==> config.mk <==
export PLATFORM = sky130hd
export DESIGN_NAME = usrre_exec
export DESIGN_NICKNAME = d
export VERILOG_FILES = /design/src/pkg/usrre_pkg.sv /design/src/hdl/usrre_decode.sv /design/src/hdl/usrre_rotl.sv /design/src/hdl/usrre_exec.sv
export VERILOG_INCLUDE_DIRS = /design/src /design/src/pkg
export SDC_FILE = /design/constraint.sdc
export NUM_CORES = 1
export LEC_CHECK = 0
export ABC_AREA = 1
export BUFFER_PORTS_ARGS = -buffer_cell sky130_fd_sc_hd__buf_2
export CORE_ASPECT_RATIO = 0.6
export CORE_MARGIN = 8
export CORE_UTILIZATION = 59
export CTS_BUF_LIST = sky130_fd_sc_hd__clkbuf_4 sky130_fd_sc_hd__clkbuf_8 sky130_fd_sc_hd__clkbuf_16
export CTS_CLUSTER_SIZE = 10
export DETAILED_ROUTE_END_ITERATION = 10
export GPL_ROUTABILITY_DRIVEN = 0
export PLACE_DENSITY = 0.85
export REMOVE_ABC_BUFFERS = 1
export SYNTH_ARGS = -nofsm -noshare
export SYNTH_HDL_FRONTEND = slang
export SYNTH_SLANG_ARGS = --single-unit
==> constraint.sdc <==
create_clock -name clk -period 3.1 [get_ports clk]
set_input_delay 0.31 -clock clk [delete_from_list [all_inputs] [get_ports clk]]
set_output_delay 0.31 -clock clk [all_outputs]
set_load 0.005 [all_outputs]
==> src/pkg/usrre_consts.svh <==
/*
 Opcodes, cycle counts and flag bit positions for the stack, return and rotate executor.
 Assumes inclusion by bare name from the package and the design modules.
*/
`ifndef USRRE_CONSTS_SVH
`define USRRE_CONSTS_SVH
`define USRRE_OP_PUSH_INC 8'h83
`define USRRE_OP_CARRY_CLR 8'hCF
`define USRRE_OP_RETURN 8'hAF
`define USRRE_OP_ROTL_R 8'h90
`define USRRE_OP_ROTL_IR 8'h91
`define USRRE_CYC_PUSH 4'h8
`define USRRE_CYC_CARRY 4'h4
`define USRRE_CYC_RET_INT 4'h8
`define USRRE_CYC_RET_EXT 4'hA
`define USRRE_CYC_ROTL 4'h4
`define USRRE_SP_STEP 16'h0002
`define USRRE_FLAG_C 7
`define USRRE_FLAG_Z 6
`define USRRE_FLAG_S 5
`define USRRE_FLAG_V 4
`define USRRE_FLAGS_RESET 8'h00
`define USRRE_PC_RESET 16'h0000
`define USRRE_SP_RESET 16'h0000
`endif

==> src/pkg/usrre_pkg.sv <==
/*
 Types for the stack, return and rotate executor.
 Assumes the constants header is on the include path.
*/
package usrre_pkg;
`include "usrre_consts.svh"
   typedef enum logic [1:0] {USRRE_OPK_PUSH, USRRE_OPK_CARRY, USRRE_OPK_RET,
      USRRE_OPK_ROTL} usrre_opkind_type;
   typedef enum {USRRE_IDLE, USRRE_PTR, USRRE_IND, USRRE_DATA, USRRE_STK_HI, USRRE_STK_LO,
      USRRE_WAIT} usrre_state_type;
endpackage

==> src/hdl/usrre_decode.sv <==
/*
 Opcode decoder: legality, kind, indirect mode and cycle budget of one opcode.
 Assumes a stable opcode from the fetch stage; purely combinational, same clock.
*/
`timescale 1ns/1ps
`include "usrre_consts.svh"
module usrre_decode
   import usrre_pkg::*;
(
   input wire logic [7:0] opcode,
   input wire logic extStack,
   output logic legal,
   output usrre_opkind_type kind,
   output logic indirect,
   output logic [3:0] cycles
);
   always_comb begin
      legal = 1'b1;
      kind = USRRE_OPK_CARRY;
      indirect = 1'b0;
      cycles = `USRRE_CYC_CARRY;
      unique case (opcode)
         `USRRE_OP_PUSH_INC: begin
            kind = USRRE_OPK_PUSH;
            indirect = 1'b1;
            cycles = `USRRE_CYC_PUSH;
         end
         `USRRE_OP_CARRY_CLR: begin
            kind = USRRE_OPK_CARRY;
         end
         `USRRE_OP_RETURN: begin
            kind = USRRE_OPK_RET;
            cycles = extStack ? `USRRE_CYC_RET_EXT : `USRRE_CYC_RET_INT;
         end
         `USRRE_OP_ROTL_R, `USRRE_OP_ROTL_IR: begin
            kind = USRRE_OPK_ROTL;
            indirect = opcode[0];
            cycles = `USRRE_CYC_ROTL;
         end
         default: legal = 1'b0;
      endcase
   end
endmodule // usrre_decode

==> src/hdl/usrre_rotl.sv <==
/*
 Rotate-left datapath with carry, zero, sign and overflow results.
 Assumes an 8-bit operand; combinational.
*/
`timescale 1ns/1ps
`include "usrre_consts.svh"
module usrre_rotl
   import usrre_pkg::*;
(
   input wire logic [7:0] operand,
   input wire logic [7:0] flagsIn,
   output logic [7:0] result,
   output logic [7:0] flagsOut
);
   always_comb begin
      result = {operand[6:0], operand[7]};
      flagsOut = flagsIn;
      flagsOut[`USRRE_FLAG_C] = operand[7];
      flagsOut[`USRRE_FLAG_Z] = (result == 8'h00);
      flagsOut[`USRRE_FLAG_S] = result[7];
      flagsOut[`USRRE_FLAG_V] = result[7] ^ operand[7];
   end
endmodule // usrre_rotl

==> src/hdl/usrre_exec.sv <==
/*
 Executor for the incrementing user-stack push, carry clear, subroutine return
 and rotate left. Register file and stack memory are outside: reads are
 combinational (data valid in the cycle the address is shown), writes take effect
 on the clock edge where the write strobe is high. Single clock, synchronous reset.
*/
// Behaviour
// - push increments the pointer register first, then writes the source to the new address.
// - opcode 83 is the three-byte, eight-cycle push with flags untouched.
// - opcode CF clears carry in four cycles and keeps the other flags.
// - return loads the program counter from the stack and then adds two to the pointer.
// - the byte at the current stack pointer becomes the program counter high byte.
// - opcode AF returns in eight cycles, or ten with the alternative stack, flags untouched.
// - rotate left moves bit 7 into bit 0 and the carry.
// - rotate left sets carry, zero and sign from the shifted bit and the result.
// - rotate left sets overflow and keeps decimal-adjust and half-carry.
// - overflow means the destination sign bit changed.
// - opcodes 90 and 91 rotate a direct or indirect register in four cycles.
`timescale 1ns/1ps
`include "usrre_consts.svh"
module usrre_exec
   import usrre_pkg::*;
(
   input wire logic clk,
   input wire logic rst,
   input wire logic start,
   input wire logic [7:0] opcode,
   input wire logic [7:0] operandA,
   input wire logic [7:0] operandB,
   input wire logic extStack,
   input wire logic [7:0] regRdData,
   input wire logic [7:0] stkRdData,
   output logic [7:0] regAddr,
   output logic regWrEn,
   output logic [7:0] regWrData,
   output logic [15:0] stkAddr,
   output logic [15:0] pc,
   output logic [15:0] sp,
   output logic [7:0] flags,
   output logic busy,
   output logic done,
   output logic illegal
);
   typedef struct packed {
      usrre_state_type state;
      usrre_opkind_type kind;
      logic indirect;
      logic [3:0] cyclesLeft;
      logic [7:0] dstSel;
      logic [7:0] srcSel;
      logic [7:0] ptr;
      logic [7:0] regAddr;
      logic regWrEn;
      logic [7:0] regWrData;
      logic [15:0] stkAddr;
      logic [15:0] pc;
      logic [15:0] sp;
      logic [7:0] flags;
      logic busy;
      logic done;
      logic illegal;
   } usrre_regs_type;

   usrre_regs_type r_q, r_d;
   logic decLegal, decIndirect;
   usrre_opkind_type decKind;
   logic [3:0] decCycles;
   logic [7:0] rotResult, rotFlags;

   usrre_decode uDecode (
      .opcode(opcode),
      .extStack(extStack),
      .legal(decLegal),
      .kind(decKind),
      .indirect(decIndirect),
      .cycles(decCycles)
   );

   usrre_rotl uRotl (
      .operand(regRdData),
      .flagsIn(r_q.flags),
      .result(rotResult),
      .flagsOut(rotFlags)
   );

   function automatic logic [3:0] countDown(input logic [3:0] c);
      countDown = (c > 4'h1) ? c - 4'h1 : 4'h1;
   endfunction

   always_comb begin
      r_d = r_q;
      r_d.regWrEn = 1'b0;
      r_d.done = 1'b0;
      r_d.illegal = 1'b0;
      if (r_q.state != USRRE_IDLE) begin
         r_d.cyclesLeft = countDown(r_q.cyclesLeft);
      end
      unique case (r_q.state)
         USRRE_IDLE: begin
            r_d.busy = 1'b0;
            if (start) begin
               if (!decLegal) begin
                  r_d.illegal = 1'b1;
               end else begin
                  r_d.kind = decKind;
                  r_d.indirect = decIndirect;
                  r_d.dstSel = operandA;
                  r_d.srcSel = operandB;
                  r_d.cyclesLeft = decCycles;
                  r_d.busy = 1'b1;
                  r_d.regAddr = operandA;
                  r_d.stkAddr = r_q.sp;
                  unique case (decKind)
                     USRRE_OPK_PUSH: r_d.state = USRRE_PTR;
                     USRRE_OPK_CARRY: begin
                        r_d.flags[`USRRE_FLAG_C] = 1'b0;
                        r_d.state = USRRE_WAIT;
                     end
                     USRRE_OPK_RET: r_d.state = USRRE_STK_HI;
                     USRRE_OPK_ROTL: r_d.state = decIndirect ? USRRE_IND : USRRE_DATA;
                  endcase
               end
            end
         end
         USRRE_PTR: begin
            // pointer bumped and written back before the data lands
            r_d.ptr = regRdData + 8'h01;
            r_d.regAddr = r_q.dstSel;
            r_d.regWrData = regRdData + 8'h01;
            r_d.regWrEn = 1'b1;
            r_d.state = USRRE_IND;
         end
         USRRE_IND: begin
            if (r_q.kind == USRRE_OPK_PUSH) begin
               r_d.regAddr = r_q.srcSel;
               r_d.state = USRRE_DATA;
            end else begin
               r_d.regAddr = regRdData;
               r_d.state = USRRE_DATA;
            end
         end
         USRRE_DATA: begin
            r_d.regWrEn = 1'b1;
            r_d.state = USRRE_WAIT;
            if (r_q.kind == USRRE_OPK_PUSH) begin
               r_d.regAddr = r_q.ptr;
               r_d.regWrData = regRdData;
            end else begin
               r_d.regWrData = rotResult;
               r_d.flags = rotFlags;
            end
         end
         USRRE_STK_HI: begin
            r_d.pc[15:8] = stkRdData;
            r_d.stkAddr = r_q.sp + 16'h0001;
            r_d.state = USRRE_STK_LO;
         end
         USRRE_STK_LO: begin
            r_d.pc[7:0] = stkRdData;
            r_d.sp = r_q.sp + `USRRE_SP_STEP;
            r_d.state = USRRE_WAIT;
         end
         USRRE_WAIT: begin
            if (r_q.cyclesLeft <= 4'h2) begin
               r_d.state = USRRE_IDLE;
               r_d.busy = 1'b0;
               r_d.done = 1'b1;
            end
         end
         default: r_d.state = USRRE_IDLE;
      endcase
   end

   always_ff @(posedge clk) begin
      if (rst) begin
         r_q <= '0;
         r_q.state <= USRRE_IDLE;
         r_q.kind <= USRRE_OPK_CARRY;
         r_q.pc <= `USRRE_PC_RESET;
         r_q.sp <= `USRRE_SP_RESET;
         r_q.flags <= `USRRE_FLAGS_RESET;
      end else begin
         r_q <= r_d;
      end
   end

   assign regAddr = r_q.regAddr;
   assign regWrEn = r_q.regWrEn;
   assign regWrData = r_q.regWrData;
   assign stkAddr = r_q.stkAddr;
   assign pc = r_q.pc;
   assign sp = r_q.sp;
   assign flags = r_q.flags;
   assign busy = r_q.busy;
   assign done = r_q.done;
   assign illegal = r_q.illegal;

   // helper: cycles from accepted start to done
   logic [3:0] elapsed;
   logic [3:0] expected;
   always_ff @(posedge clk) begin
      if (rst) begin
         elapsed <= 4'h0;
         expected <= 4'h0;
      end else if (start && !busy && decLegal) begin
         elapsed <= 4'h1;
         expected <= decCycles;
      end else if (busy) begin
         elapsed <= elapsed + 4'h1;
      end
   end

   AST_CYCLE_COUNT: assert property (@(posedge clk) disable iff (rst)
      $rose(done) |-> elapsed == expected)
      else $error("instruction length wrong");
   AST_CARRY_CLEAR: assert property (@(posedge clk) disable iff (rst)
      (start && !busy && opcode == `USRRE_OP_CARRY_CLR) |=> !flags[`USRRE_FLAG_C]
      && flags[6:0] == $past(flags[6:0]))
      else $error("carry clear wrong");
   AST_RET_SP: assert property (@(posedge clk) disable iff (rst)
      (start && !busy && opcode == `USRRE_OP_RETURN) |=> ##2 sp == $past(sp, 3) + 16'h0002)
      else $error("return pointer step wrong");
   AST_RET_HI: assert property (@(posedge clk) disable iff (rst)
      (r_q.state == USRRE_STK_HI) |=> pc[15:8] == $past(stkRdData))
      else $error("return high byte wrong");
   AST_RET_LO_ADDR: assert property (@(posedge clk) disable iff (rst)
      (r_q.state == USRRE_STK_LO) |-> stkAddr == sp + 16'h0001)
      else $error("return low byte address wrong");
   AST_ROT_RESULT: assert property (@(posedge clk) disable iff (rst)
      (r_q.state == USRRE_DATA && r_q.kind == USRRE_OPK_ROTL) |=>
      regWrEn && regWrData == {$past(regRdData[6:0]), $past(regRdData[7])})
      else $error("rotate result wrong");
   AST_ROT_FLAGS: assert property (@(posedge clk) disable iff (rst)
      (r_q.state == USRRE_DATA && r_q.kind == USRRE_OPK_ROTL) |=>
      flags[`USRRE_FLAG_C] == regWrData[0] && flags[`USRRE_FLAG_S] == regWrData[7]
      && flags[`USRRE_FLAG_Z] == (regWrData == 8'h00))
      else $error("rotate flags wrong");
   AST_ROT_V: assert property (@(posedge clk) disable iff (rst)
      (r_q.state == USRRE_DATA && r_q.kind == USRRE_OPK_ROTL) |=>
      flags[`USRRE_FLAG_V] == (regWrData[7] ^ regWrData[0]) && flags[3:0] == $past(flags[3:0]))
      else $error("rotate overflow wrong");
   AST_PUSH_ORDER: assert property (@(posedge clk) disable iff (rst)
      (r_q.state == USRRE_PTR) |=> regWrEn ##2 regWrEn && regAddr == $past(regWrData, 2))
      else $error("push order wrong");
   AST_PUSH_FLAGS: assert property (@(posedge clk) disable iff (rst)
      (r_q.kind == USRRE_OPK_PUSH && busy) |-> flags == $past(flags))
      else $error("push changed flags");
   // pointer write-back must carry the old pointer plus one, to the named register
   AST_PUSH_PTR_INC: assert property (@(posedge clk) disable iff (rst)
      (r_q.state == USRRE_PTR) |=>
      regWrData == $past(regRdData) + 8'h01 && regAddr == $past(r_q.dstSel))
      else $error("push pointer step wrong");
   AST_RET_HI_ADDR: assert property (@(posedge clk) disable iff (rst)
      (r_q.state == USRRE_STK_HI) |-> stkAddr == sp)
      else $error("return high byte address wrong");
   AST_RET_FLAGS: assert property (@(posedge clk) disable iff (rst)
      (r_q.kind == USRRE_OPK_RET && busy) |-> flags == $past(flags))
      else $error("return changed flags");
   // indirect rotate must address the register named by the pointer contents
   AST_IND_ADDR: assert property (@(posedge clk) disable iff (rst)
      (r_q.state == USRRE_IND && r_q.kind == USRRE_OPK_ROTL) |=>
      regAddr == $past(regRdData))
      else $error("indirect address wrong");
   // an unknown opcode only pulses illegal, no write and no busy
   AST_ILLEGAL_QUIET: assert property (@(posedge clk) disable iff (rst)
      (start && !busy && !decLegal) |=> illegal && !busy && !regWrEn)
      else $error("illegal opcode not refused");

   COV_PUSH: cover property (@(posedge clk) r_q.kind == USRRE_OPK_PUSH && done);
   COV_RET_EXT: cover property (@(posedge clk) r_q.kind == USRRE_OPK_RET && done && extStack);
   COV_ROT_IND: cover property (@(posedge clk) r_q.kind == USRRE_OPK_ROTL && r_q.indirect && done);
   COV_ILLEGAL: cover property (@(posedge clk) illegal);
   COV_CARRY: cover property (@(posedge clk) r_q.kind == USRRE_OPK_CARRY && done);
endmodule // usrre_exec

== Yosys cells after proc, flatten, opt, wreduce, memory -nomap -nowiden ==
Index checks and enable logic that the tools add are counted.

* Register bits after elaboration: 135
* Input port bits: 44

* Reduce and logical (&&, ||, !) cells: 22
* Equal/unequal tests: 20
* $lt $le $gt $ge: 2
* Multiplexer cells: 34
* Bitwise gates (word level): 5
* Add/subtract/negate cells: 4

{| class="wikitable"
|+ Operators by type and width
! kind !! number
|-
| 32-bit case mux with 6 select lines || 1
|-
| 32-bit case mux with 4 select lines || 1
|-
| 55-bit 2-to-1 mux || 2
|-
| 32-bit by 3-bit equality test with 1-bit output (second input constant) || 3
|-
| 32-bit by 2-bit equality test with 1-bit output (second input constant) || 2
|-
| 8-bit 2-to-1 mux || 6
|-
| 8-bit equality test (second input constant) || 5
|-
| 32-bit by 1-bit equality test with 1-bit output (second input constant) || 1
|-
| 32-bit zero test || 1
|-
| 16-bit 2-to-1 mux || 2
|-
| 32-bit 2-to-1 mux || 1
|-
| 16-bit case mux with 2 select lines || 1
|-
| 8-bit case mux with 4 select lines || 1
|-
| 32-bit nonzero test || 1
|-
| 20-bit 2-to-1 mux || 1
|-
| 9-bit case mux with 2 select lines || 1
|-
| 16-bit by 1-bit adder with 16-bit output (second input constant) || 1
|-
| 16-bit by 2-bit adder with 16-bit output (second input constant) || 1
|-
| 2-bit inequality test (second input constant) || 5
|-
| 3-bit AND reduction || 3
|-
| 8-bit by 1-bit adder with 8-bit output (second input constant) || 1
|-
| 8-bit zero test || 1
|-
| 1-bit 2-to-1 mux || 8
|-
| 4-bit 2-to-1 mux || 2
|-
| 21 further kinds || 35
|}

== Logic depth before layout (Yosys ltp) ==
Gate-level depths: netlist (run 1).

* Depth after elaboration: 8
* Gate-level depth with buffers: 11
* Mapped depth without buffers: 11

== Modules after synthesis ==
From an unflattened synthesis (run 1), not the netlist that was laid out.

* Cell total of the unflattened synthesis: 802
* Area, all modules: 5,700.5 µm²

{| class="wikitable"
|+ Modules (own cells, without submodules)
! module !! seq. area each (µm²) !! instances !! cells each !! area each (µm²)
|-
| usrre_exec || 2,162.1 || 1 || 740 || 5,382.7
|-
| usrre_decode || 0.0 || 1 || 40 || 175.2
|-
| usrre_rotl || 0.0 || 1 || 22 || 142.6
|}

== Worst setup path before layout (run 1) ==
Ideal clock, no wire load.

* Path kind: input -> register
* Start point: input opcode[5]
* End point: register r_q[109] in the netlist's numbering
* Library setup time: 0.109 ns
* Data arrival time: 1.320 ns
* Setup slack: 1.671 ns
* Cell stages on the path: 11
* Cells stage by stage: inv_1 -> nor2_1 -> nand2_1 -> nor2_2 -> nor2_1 -> inv_1 -> ha_1 -> nand3_1 -> nand4_1 -> nand2_1 -> inv_1

* Longest elaborated chain between the ends: 8
* Elaborated cells on any way between the ends: 19

{| class="wikitable"
|+ Ends and longest elaborated chain
! element !! line !! RTL
|-
| start: declaration || usrre_exec.sv:27 || <nowiki>input wire logic [7:0] opcode,</nowiki>
|-
| 8-bit equality test || usrre_decode.sv:22 || <nowiki>unique case (opcode)</nowiki>
|-
| 2-bit OR reduction || -- ||
|-
| 2-bit case mux with 3 select lines (*) || usrre_decode.sv:22 ||
|-
| net decKind[0] || usrre_exec.sv:66 || <nowiki>usrre_opkind_type decKind;</nowiki>
|-
| 2-bit equality test, or another cell as far along || usrre_exec.sv:113 || <nowiki>unique case (decKind)</nowiki>
|-
| 32-bit case mux with 4 select lines (*) || usrre_exec.sv:113 ||
|-
| 55-bit 2-to-1 mux (*) || usrre_exec.sv:102 || <nowiki>if (!decLegal) begin</nowiki>
|-
| 55-bit 2-to-1 mux (*) || usrre_exec.sv:101 || <nowiki>if (start) begin</nowiki>
|-
| 32-bit case mux with 6 select lines (*) || usrre_exec.sv:98 || <nowiki>unique case (r_q.state)</nowiki>
|-
| end signal: assignment || usrre_exec.sv:183 || <nowiki>r_q <= r_d;</nowiki>
|-
| end: declaration || usrre_exec.sv:64 || <nowiki>usrre_regs_type r_q, r_d;</nowiki>
|}

The timed path passes the listed nets; every way through them passes the cells marked *. The select of a mux whose other input is x is not followed.
A chain may end at the register's enable or synchronous reset.

== Worst setup path in the final report (run 1) ==
* Start point: register r_q[107] in the netlist's numbering
* End point: register r_q, in the netlist regWrData[3]

* Longest elaborated chain between the ends: 2
* Elaborated cells on any way between the ends: 4

{| class="wikitable"
|+ Ends and longest elaborated chain
! element !! line
|-
| 32-bit by 2-bit equality test with 1-bit output / 32-bit by 1-bit equality test with 1-bit output (equally long branches) || usrre_exec.sv:98
|-
| 9-bit case mux with 2 select lines / 2-bit nonzero test (equally long branches) || --
|}

Several ways; a longest one is shown, not always the timed one.

==> results of run 1 <==
==> routing by layer <==
layer	global-route usage, %	vias to the layer above	share of wire, %
met3	7.47	10	11
met5	0	-	0
met1	29.0	2157	47
met2	30.7	225	40
li1	-	2497	-
met4	5.51	0	0.95
==> final cells by class <==
type / count / area [µm²]
clock buffer: 10 / 233
clock inverter: 5 / 82.6
fill: 821 / 3230
inverter: 86 / 325
multi-input combinational: 511 / 2520
sequential: 104 / 2080
tap: 130 / 163
timing repair buffer: 117 / 593
==> through the flow <==
step / hold slack [ns] / util (%) / instances / area (µm²)
6_report: 0.197 / 65.0 / 963 / 5990
5_1_grt: 0.209 / 65.0 / 963 / 5990
4_1_cts: 0.191 / 65.0 / 963 / 5990
3_5_place_dp: 0.449 / 61.6 / 948 / 5680
3_3_place_gp: 0.443 / 61.6 / 948 / 5680
2_1_floorplan: 0.379 / - / 701 / 4920
==> path summary, 6_finish.rpt <==
| check | to | slack, ns |
|---|---|---|
| max reg2reg | regWrData[3]$_SDFFE_PP0P_ | 1.02 |
| min reg2reg | r_q[86]$_SDFFE_PP0P_ | 0.46 |
| min | pc[15]$_SDFFE_PP0P_ | 0.20 |
| max | regWrData[3]$_SDFFE_PP0P_ | 1.02 |
==> cell usage in the layout, fill, tap and decap left out, types with 2 or more instances in the layout <==
| cell | count |
|---|---|
| nand2_1 | 185 |
| nor2_1 | 119 |
| buf_2 | 114 |
| dfxtp_1 | 104 |
| inv_1 | 77 |
| a21oi_1 | 47 |
| o21ai_0 | 42 |
| nand3_1 | 24 |
| nand4_1 | 12 |
| clkbuf_16 | 9 |
| nor3_1 | 8 |
| ha_1 | 8 |
| nor2_2 | 6 |
| nor2_4 | 6 |
| nand2_2 | 6 |
| inv_2 | 6 |
| nand3_4 | 5 |
| o2111ai_1 | 5 |
| conb_1 | 5 |
| nand3b_1 | 4 |
| o211ai_1 | 3 |
| clkinvlp_4 | 3 |
| buf_4 | 3 |
| clkinv_1 | 2 |
| nor3_2 | 2 |
| a31oi_1 | 2 |
| nor3b_1 | 2 |
| xor2_1 | 2 |
| nor2_8 | 2 |
| nand2_4 | 2 |
| o21ai_1 | 2 |
| or2_2 | 2 |
| xnor2_1 | 2 |
| bufinv_16 | 2 |
==> flip-flops by register name, summed over array words and instances (netlist names) <==
register,flops
r_q,33
done,1
sp,15
regWrEn,1
regAddr,8
illegal,1
regWrData,8
flags,4
stkAddr,16
pc,16
busy,1
==> kinds of logic (layout without fill, tap and decap cells) <==
family	Yosys count	in the layout	synth area share [%]
other cells	1	5	0.0667
flops	104	104	37.0
simple gates	389	389	31.9
compound gates	105	105	10.1
xor+xnor	4	4	0.623
buf+inv	182	218	18.5
fa+ha+maj	8	8	1.78
==> report_power, final <==
group | internal [mW] | switching [mW]
registers | 1.37 | 0.0228
clock network | 0.712 | 0.497
logic | 0.102 | 0.178
total | 2.18 | 0.698
==> critical path: cells and delay by family, from the launching register on <==
family	cells	cell delay [ns]
buffers and inverters	2	0.24
flip-flops	1	0.65
AO/OA/AOI/OAI	1	0.09
AND/OR/NAND/NOR	5	1.04
==> flow_metrics.env, run 1 <==
export IMPL_worstSetupPathType="reg2reg"
export IMPL_tightest_slew_ns=0.987
export IMPL_synth_async_reset_ratio_pct=0
export IMPL_rows=27
export IMPL_dr_pass1_iters=5
export IMPL_core_area_um2=9220
export IMPL_vias=4889
export IMPL_hold_viol=0
export IMPL_hp_start="stkRdData[7]"
export IMPL_status="completed"
export IMPL_root_buffer="clkbuf_16"
export IMPL_post_cts_buffers=0
export IMPL_chipWidth_um=142
export IMPL_path_common_cell="nand2_1"
export IMPL_clk_latency_ns=0.35
export IMPL_place_hpwl_um=10100
export IMPL_avgViaCountPerCell=5.08
export IMPL_syn_avg_cell_area_um2=7.09
export IMPL_synth_distinct_cells=42
export IMPL_cts_tree="built"
export IMPL_cts_sinks=104
export IMPL_fin_crit_sh_pct=67.1
export IMPL_rsz0062_at_grt="false"
export IMPL_ir_drop_mv=0.329
export IMPL_netlist_top_cells_area="dfxtp_1, nand2_1, buf_4"
export IMPL_clk_pin_slew_ns=0.07
export IMPL_antenna_cells=0
export IMPL_yosysSeqAreaShare_pct=37.0
export IMPL_chipHeight_um=91.6
export IMPL_hold_class="in2reg"
export IMPL_numPortBuffers=114
export IMPL_syn2layout_area_growth_pct=6.66
export IMPL_io_pins=120
export IMPL_slew_headroom_pct=33.8
export IMPL_ctsHoldBuffers=0
export IMPL_synth_top_cells_by_count="nand2_1, nor2_1, dfxtp_1, inv_1, buf_4"
export IMPL_post_place_ws_ns=1.05
export IMPL_power_density_nw_per_um2=481
export IMPL_ant_nets=0
export IMPL_slowest_delay_ns=0.65
export IMPL_finalWirelength_um=13600
export IMPL_finalSetupTns_ns=0
export IMPL_hold_depth=3
export IMPL_cts_buffer_depth=2
export IMPL_setup_viol=0
export IMPL_drc=0
export IMPL_layout_drive_gt1_share_pct=20.6
export IMPL_synth_edff_count=0
export IMPL_r2r_cells=8
export IMPL_ctsResizeCount=0
export IMPL_grt_remaining_overflow=0
export IMPL_drv_cap=0
export IMPL_antenna_found_initial=0
export IMPL_p_total_mw=2.88
export IMPL_grt_pass1_wl_um=22600
export IMPL_synth_warnings=0
export IMPL_grt_pass1_vias=4622
export IMPL_slew_violations=0
export IMPL_fin_ws_ns=1.02
export IMPL_wl_per_cell_um=14.2
export IMPL_yosysTopAreaCell="dfxtp_1"
export IMPL_initial_core_util_pct=60.9
export IMPL_fmax_mhz=481
export IMPL_slowest_stage="dfxtp_1"
export IMPL_cts_htree_levels=3
export IMPL_syn_inst=793
export IMPL_synth_area_um2=5620
export IMPL_cp_end_kind="flop"
export IMPL_timing_final_crit_period_ns=2.08
export IMPL_dieArea_um2=13000
export IMPL_drt_iter0_drc=391
export IMPL_cts_buffers_inserted=9
export IMPL_synth_seq_cells=104
export IMPL_ys_flop_type="dfxtp_1"
export IMPL_synth_most_common_cell="nand2_1"
export IMPL_grt_max_degree=41
export IMPL_track_usage_pct=21.2
export IMPL_crit_required_ns=3.40
export IMPL_worstPathMaxFanout=16
export IMPL_cp_startpoint="r_q[107]$_SDFFE_PP0P_"
export IMPL_finClkSkew_ns=0.00632
export IMPL_nets=881
export IMPL_synth_top_cell_area_share_pct=37.0
export IMPL_p_leak_nw=2.93
export IMPL_crit_chain="nand2_2 -> nor2_4 -> inv_2 -> nor2_1 -> nand2_1 -> o2111ai_1 -> nand2_1 -> inv_1"
export IMPL_start_kind="flop"
export IMPL_arrival_ns=2.38
export IMPL_r2r_start="r_q[107]$_SDFFE_PP0P_"
Note: power is estimated with default switching activity, not from simulation.
==> run 2, diff against run 1 <==
--- a/config.mk
+++ b/config.mk
@@ -10,12 +10,12 @@
 export BUFFER_PORTS_ARGS = -buffer_cell sky130_fd_sc_hd__buf_2
 export CORE_ASPECT_RATIO = 0.6
 export CORE_MARGIN = 8
-export CORE_UTILIZATION = 59
+export CORE_UTILIZATION = 50
 export CTS_BUF_LIST = sky130_fd_sc_hd__clkbuf_4 sky130_fd_sc_hd__clkbuf_8 sky130_fd_sc_hd__clkbuf_16
 export CTS_CLUSTER_SIZE = 10
 export DETAILED_ROUTE_END_ITERATION = 10
 export GPL_ROUTABILITY_DRIVEN = 0
-export PLACE_DENSITY = 0.85
+export PLACE_DENSITY = 0.77
 export REMOVE_ABC_BUFFERS = 1
 export SYNTH_ARGS = -nofsm -noshare
 export SYNTH_HDL_FRONTEND = slang
==> constraint.sdc (replaced) <==
create_clock -name clk -period 1.91 [get_ports clk]
set_input_delay 0.191 -clock clk [delete_from_list [all_inputs] [get_ports clk]]
set_output_delay 0.191 -clock clk [all_outputs]
set_load 0.005 [all_outputs]
==> run 2 against run 1 <==
  * Sequential share of layout area decreased by 0.65 points
  * Non-clock buffer count increased by 12
  * Clock skew increased by 0.0013 ns
  * Routed wire length increased by 3.3%
  * Combinational power increased by 70%
  * Cell count increased by 2.6%
  * Core utilization decreased by 10 points
  * Highest routed layer unchanged
==> flow_metrics.env, run 2 (synthesis gave the netlist of run 1 again) <==
export IMPL_fin_crit_sh_pct=88.9
export IMPL_syn2layout_area_growth_pct=8.75
export IMPL_ir_drop_mv=0.465
export IMPL_grt_remaining_overflow=0
export IMPL_p_total_mw=4.61
export IMPL_numPortBuffers=114
export IMPL_antenna_found_initial=0
export IMPL_grt_pass1_wl_um=23300
export IMPL_rows=30
export IMPL_cts_buffers_inserted=9
export IMPL_worstPathMaxFanout=12
export IMPL_cts_buffer_depth=2
export IMPL_finalNonFillerCells=988
export IMPL_grt_pass1_vias=4624
export IMPL_p_leak_nw=3.00
export IMPL_drv_cap=0
export IMPL_fmax_mhz=589
export IMPL_drt_iter0_drc=460
export IMPL_cp_end_kind="flop"
export IMPL_multiInputGateArea_um2=2520
export IMPL_status="completed"
export IMPL_cts_htree_levels=3
export IMPL_finalWirelength_um=14100
export IMPL_start_kind="flop"
export IMPL_place_hpwl_um=10400
export IMPL_cts_sinks=104
export IMPL_fin_ws_ns=0.212
export IMPL_power_density_nw_per_um2=754
export IMPL_vias=4935
export IMPL_post_cts_buffers=0
export IMPL_wl_per_cell_um=14.3
export IMPL_ctsResizeCount=0
export IMPL_finalSetupTns_ns=0
export IMPL_hold_viol=0
export IMPL_ctsHoldBuffers=0
export IMPL_grt_max_degree=65
export IMPL_cts_tree="built"
export IMPL_post_place_ws_ns=0.161
export IMPL_dr_pass1_iters=5
export IMPL_largest_reg_flops=33
export IMPL_chipWidth_um=153
export IMPL_hold_class="in2reg"
export IMPL_setup_viol=0
export IMPL_track_usage_pct=18.8
export IMPL_antenna_cells=0
export IMPL_top_register="r_q"
export IMPL_nets=893
export IMPL_ant_nets=0
export IMPL_layout_drive_gt1_share_pct=21.8
export IMPL_slew_violations=0
export IMPL_placed_cells=974
export IMPL_rsz0062_at_grt="false"
export IMPL_timing_final_crit_period_ns=1.70
export IMPL_chipHeight_um=98.1
export IMPL_clk_pin_slew_ns=0.07
export IMPL_crit_required_ns=2.18
export IMPL_final_common_cell="nand2_1"
export IMPL_finClkSkew_ns=0.00759
export IMPL_arrival_ns=1.97
export IMPL_initial_core_util_pct=50.6
export IMPL_worstSetupPathType="reg2reg"
export IMPL_clk_latency_ns=0.34
export IMPL_drc=0
export IMPL_final_cell_mix="nand2_1, nor2_1, buf_2"
export IMPL_core_area_um2=11100
export IMPL_io_pins=120
export IMPL_fillCellCount=1058
export IMPL_dieArea_um2=15000
export IMPL_root_buffer="clkbuf_16"
export IMPL_avgViaCountPerCell=4.99
export IMPL_register_area_um2=2080
==> run 2: changes by cell type in the layout (fill, tap and decap cells not counted) <==
cell / change
buf_4: +10
clkinvlp_4: -3
buf_12: +2
clkbuf_8: +2
bufinv_16: -1
dfxtp_1: -1
dfxtp_2: +1
inv_6: +1
==> run 2: layout make-up <==
class                      count  area share, %
timing repair buffer         129           11.6
sequential                   104           34.1
clock buffer                  12           4.26
multi-input combinational    511           41.2
inverter                      86           5.32
clock inverter                 2          0.635
tap                          144           2.95
==> run 2: power breakdown <==
part	internal (mW)	leakage [nW]	switching [mW]
Sequential	2.22	0.840	0.0349
Clock	1.09	0.149	0.782
Combinational	0.174	2.02	0.302
Total	3.49	3.00	1.12
==> run 2: worst max-delay path, cell delays in order (launching register included) <==
cell and delay [ns]:
dfxtp_1 0.44, nor2_4 0.22, nand2_2 0.08, buf_4 0.19
nor2_8 0.14, nand2_8 0.07, inv_2 0.23, o21ai_0 0.14
a21oi_1 0.13
==> run 2: final timing paths <==
path,to,cells after the start,startpoint,slack [ns]
min reg2reg,r_q[84]$_SDFFE_PP0P_,2,r_q[84]$_SDFFE_PP0P_,0.45
min,pc[11]$_SDFFE_PP0P_,3,stkRdData[3],0.09
max reg2reg,r_q[107]$_SDFFE_PP0P_,8,r_q[108]$_SDFFE_PP0P_,0.21
max,r_q[107]$_SDFFE_PP0P_,8,r_q[108]$_SDFFE_PP0P_,0.21
==> run 2: through the flow <==
stage / instance area (µm²) / hold WS (ns) / util (%)
2_1_floorplan: 4920 / 0.260 / -
3_5_place_dp: 5810 / 0.441 / 52.3
5_1_grt: 6110 / 0.0874 / 55.0
3_3_place_gp: 5810 / 0.435 / 52.3
6_report: 6110 / 0.0909 / 55.0
4_1_cts: 6110 / 0.0784 / 55.0
==> run 2: layer usage <==
layer / share of wire (%) / wire length [µm] / vias to the layer above / GRT usage, %
met5: 0 / 0 / - / 0
met1: 49 / 6900 / 2198 / 26.2
met2: 40 / 5600 / 218 / 27.1
met3: 11 / 1520 / 8 / 7.10
li1: - / - / 2511 / -
met4: 0.51 / 72 / 0 / 3.18
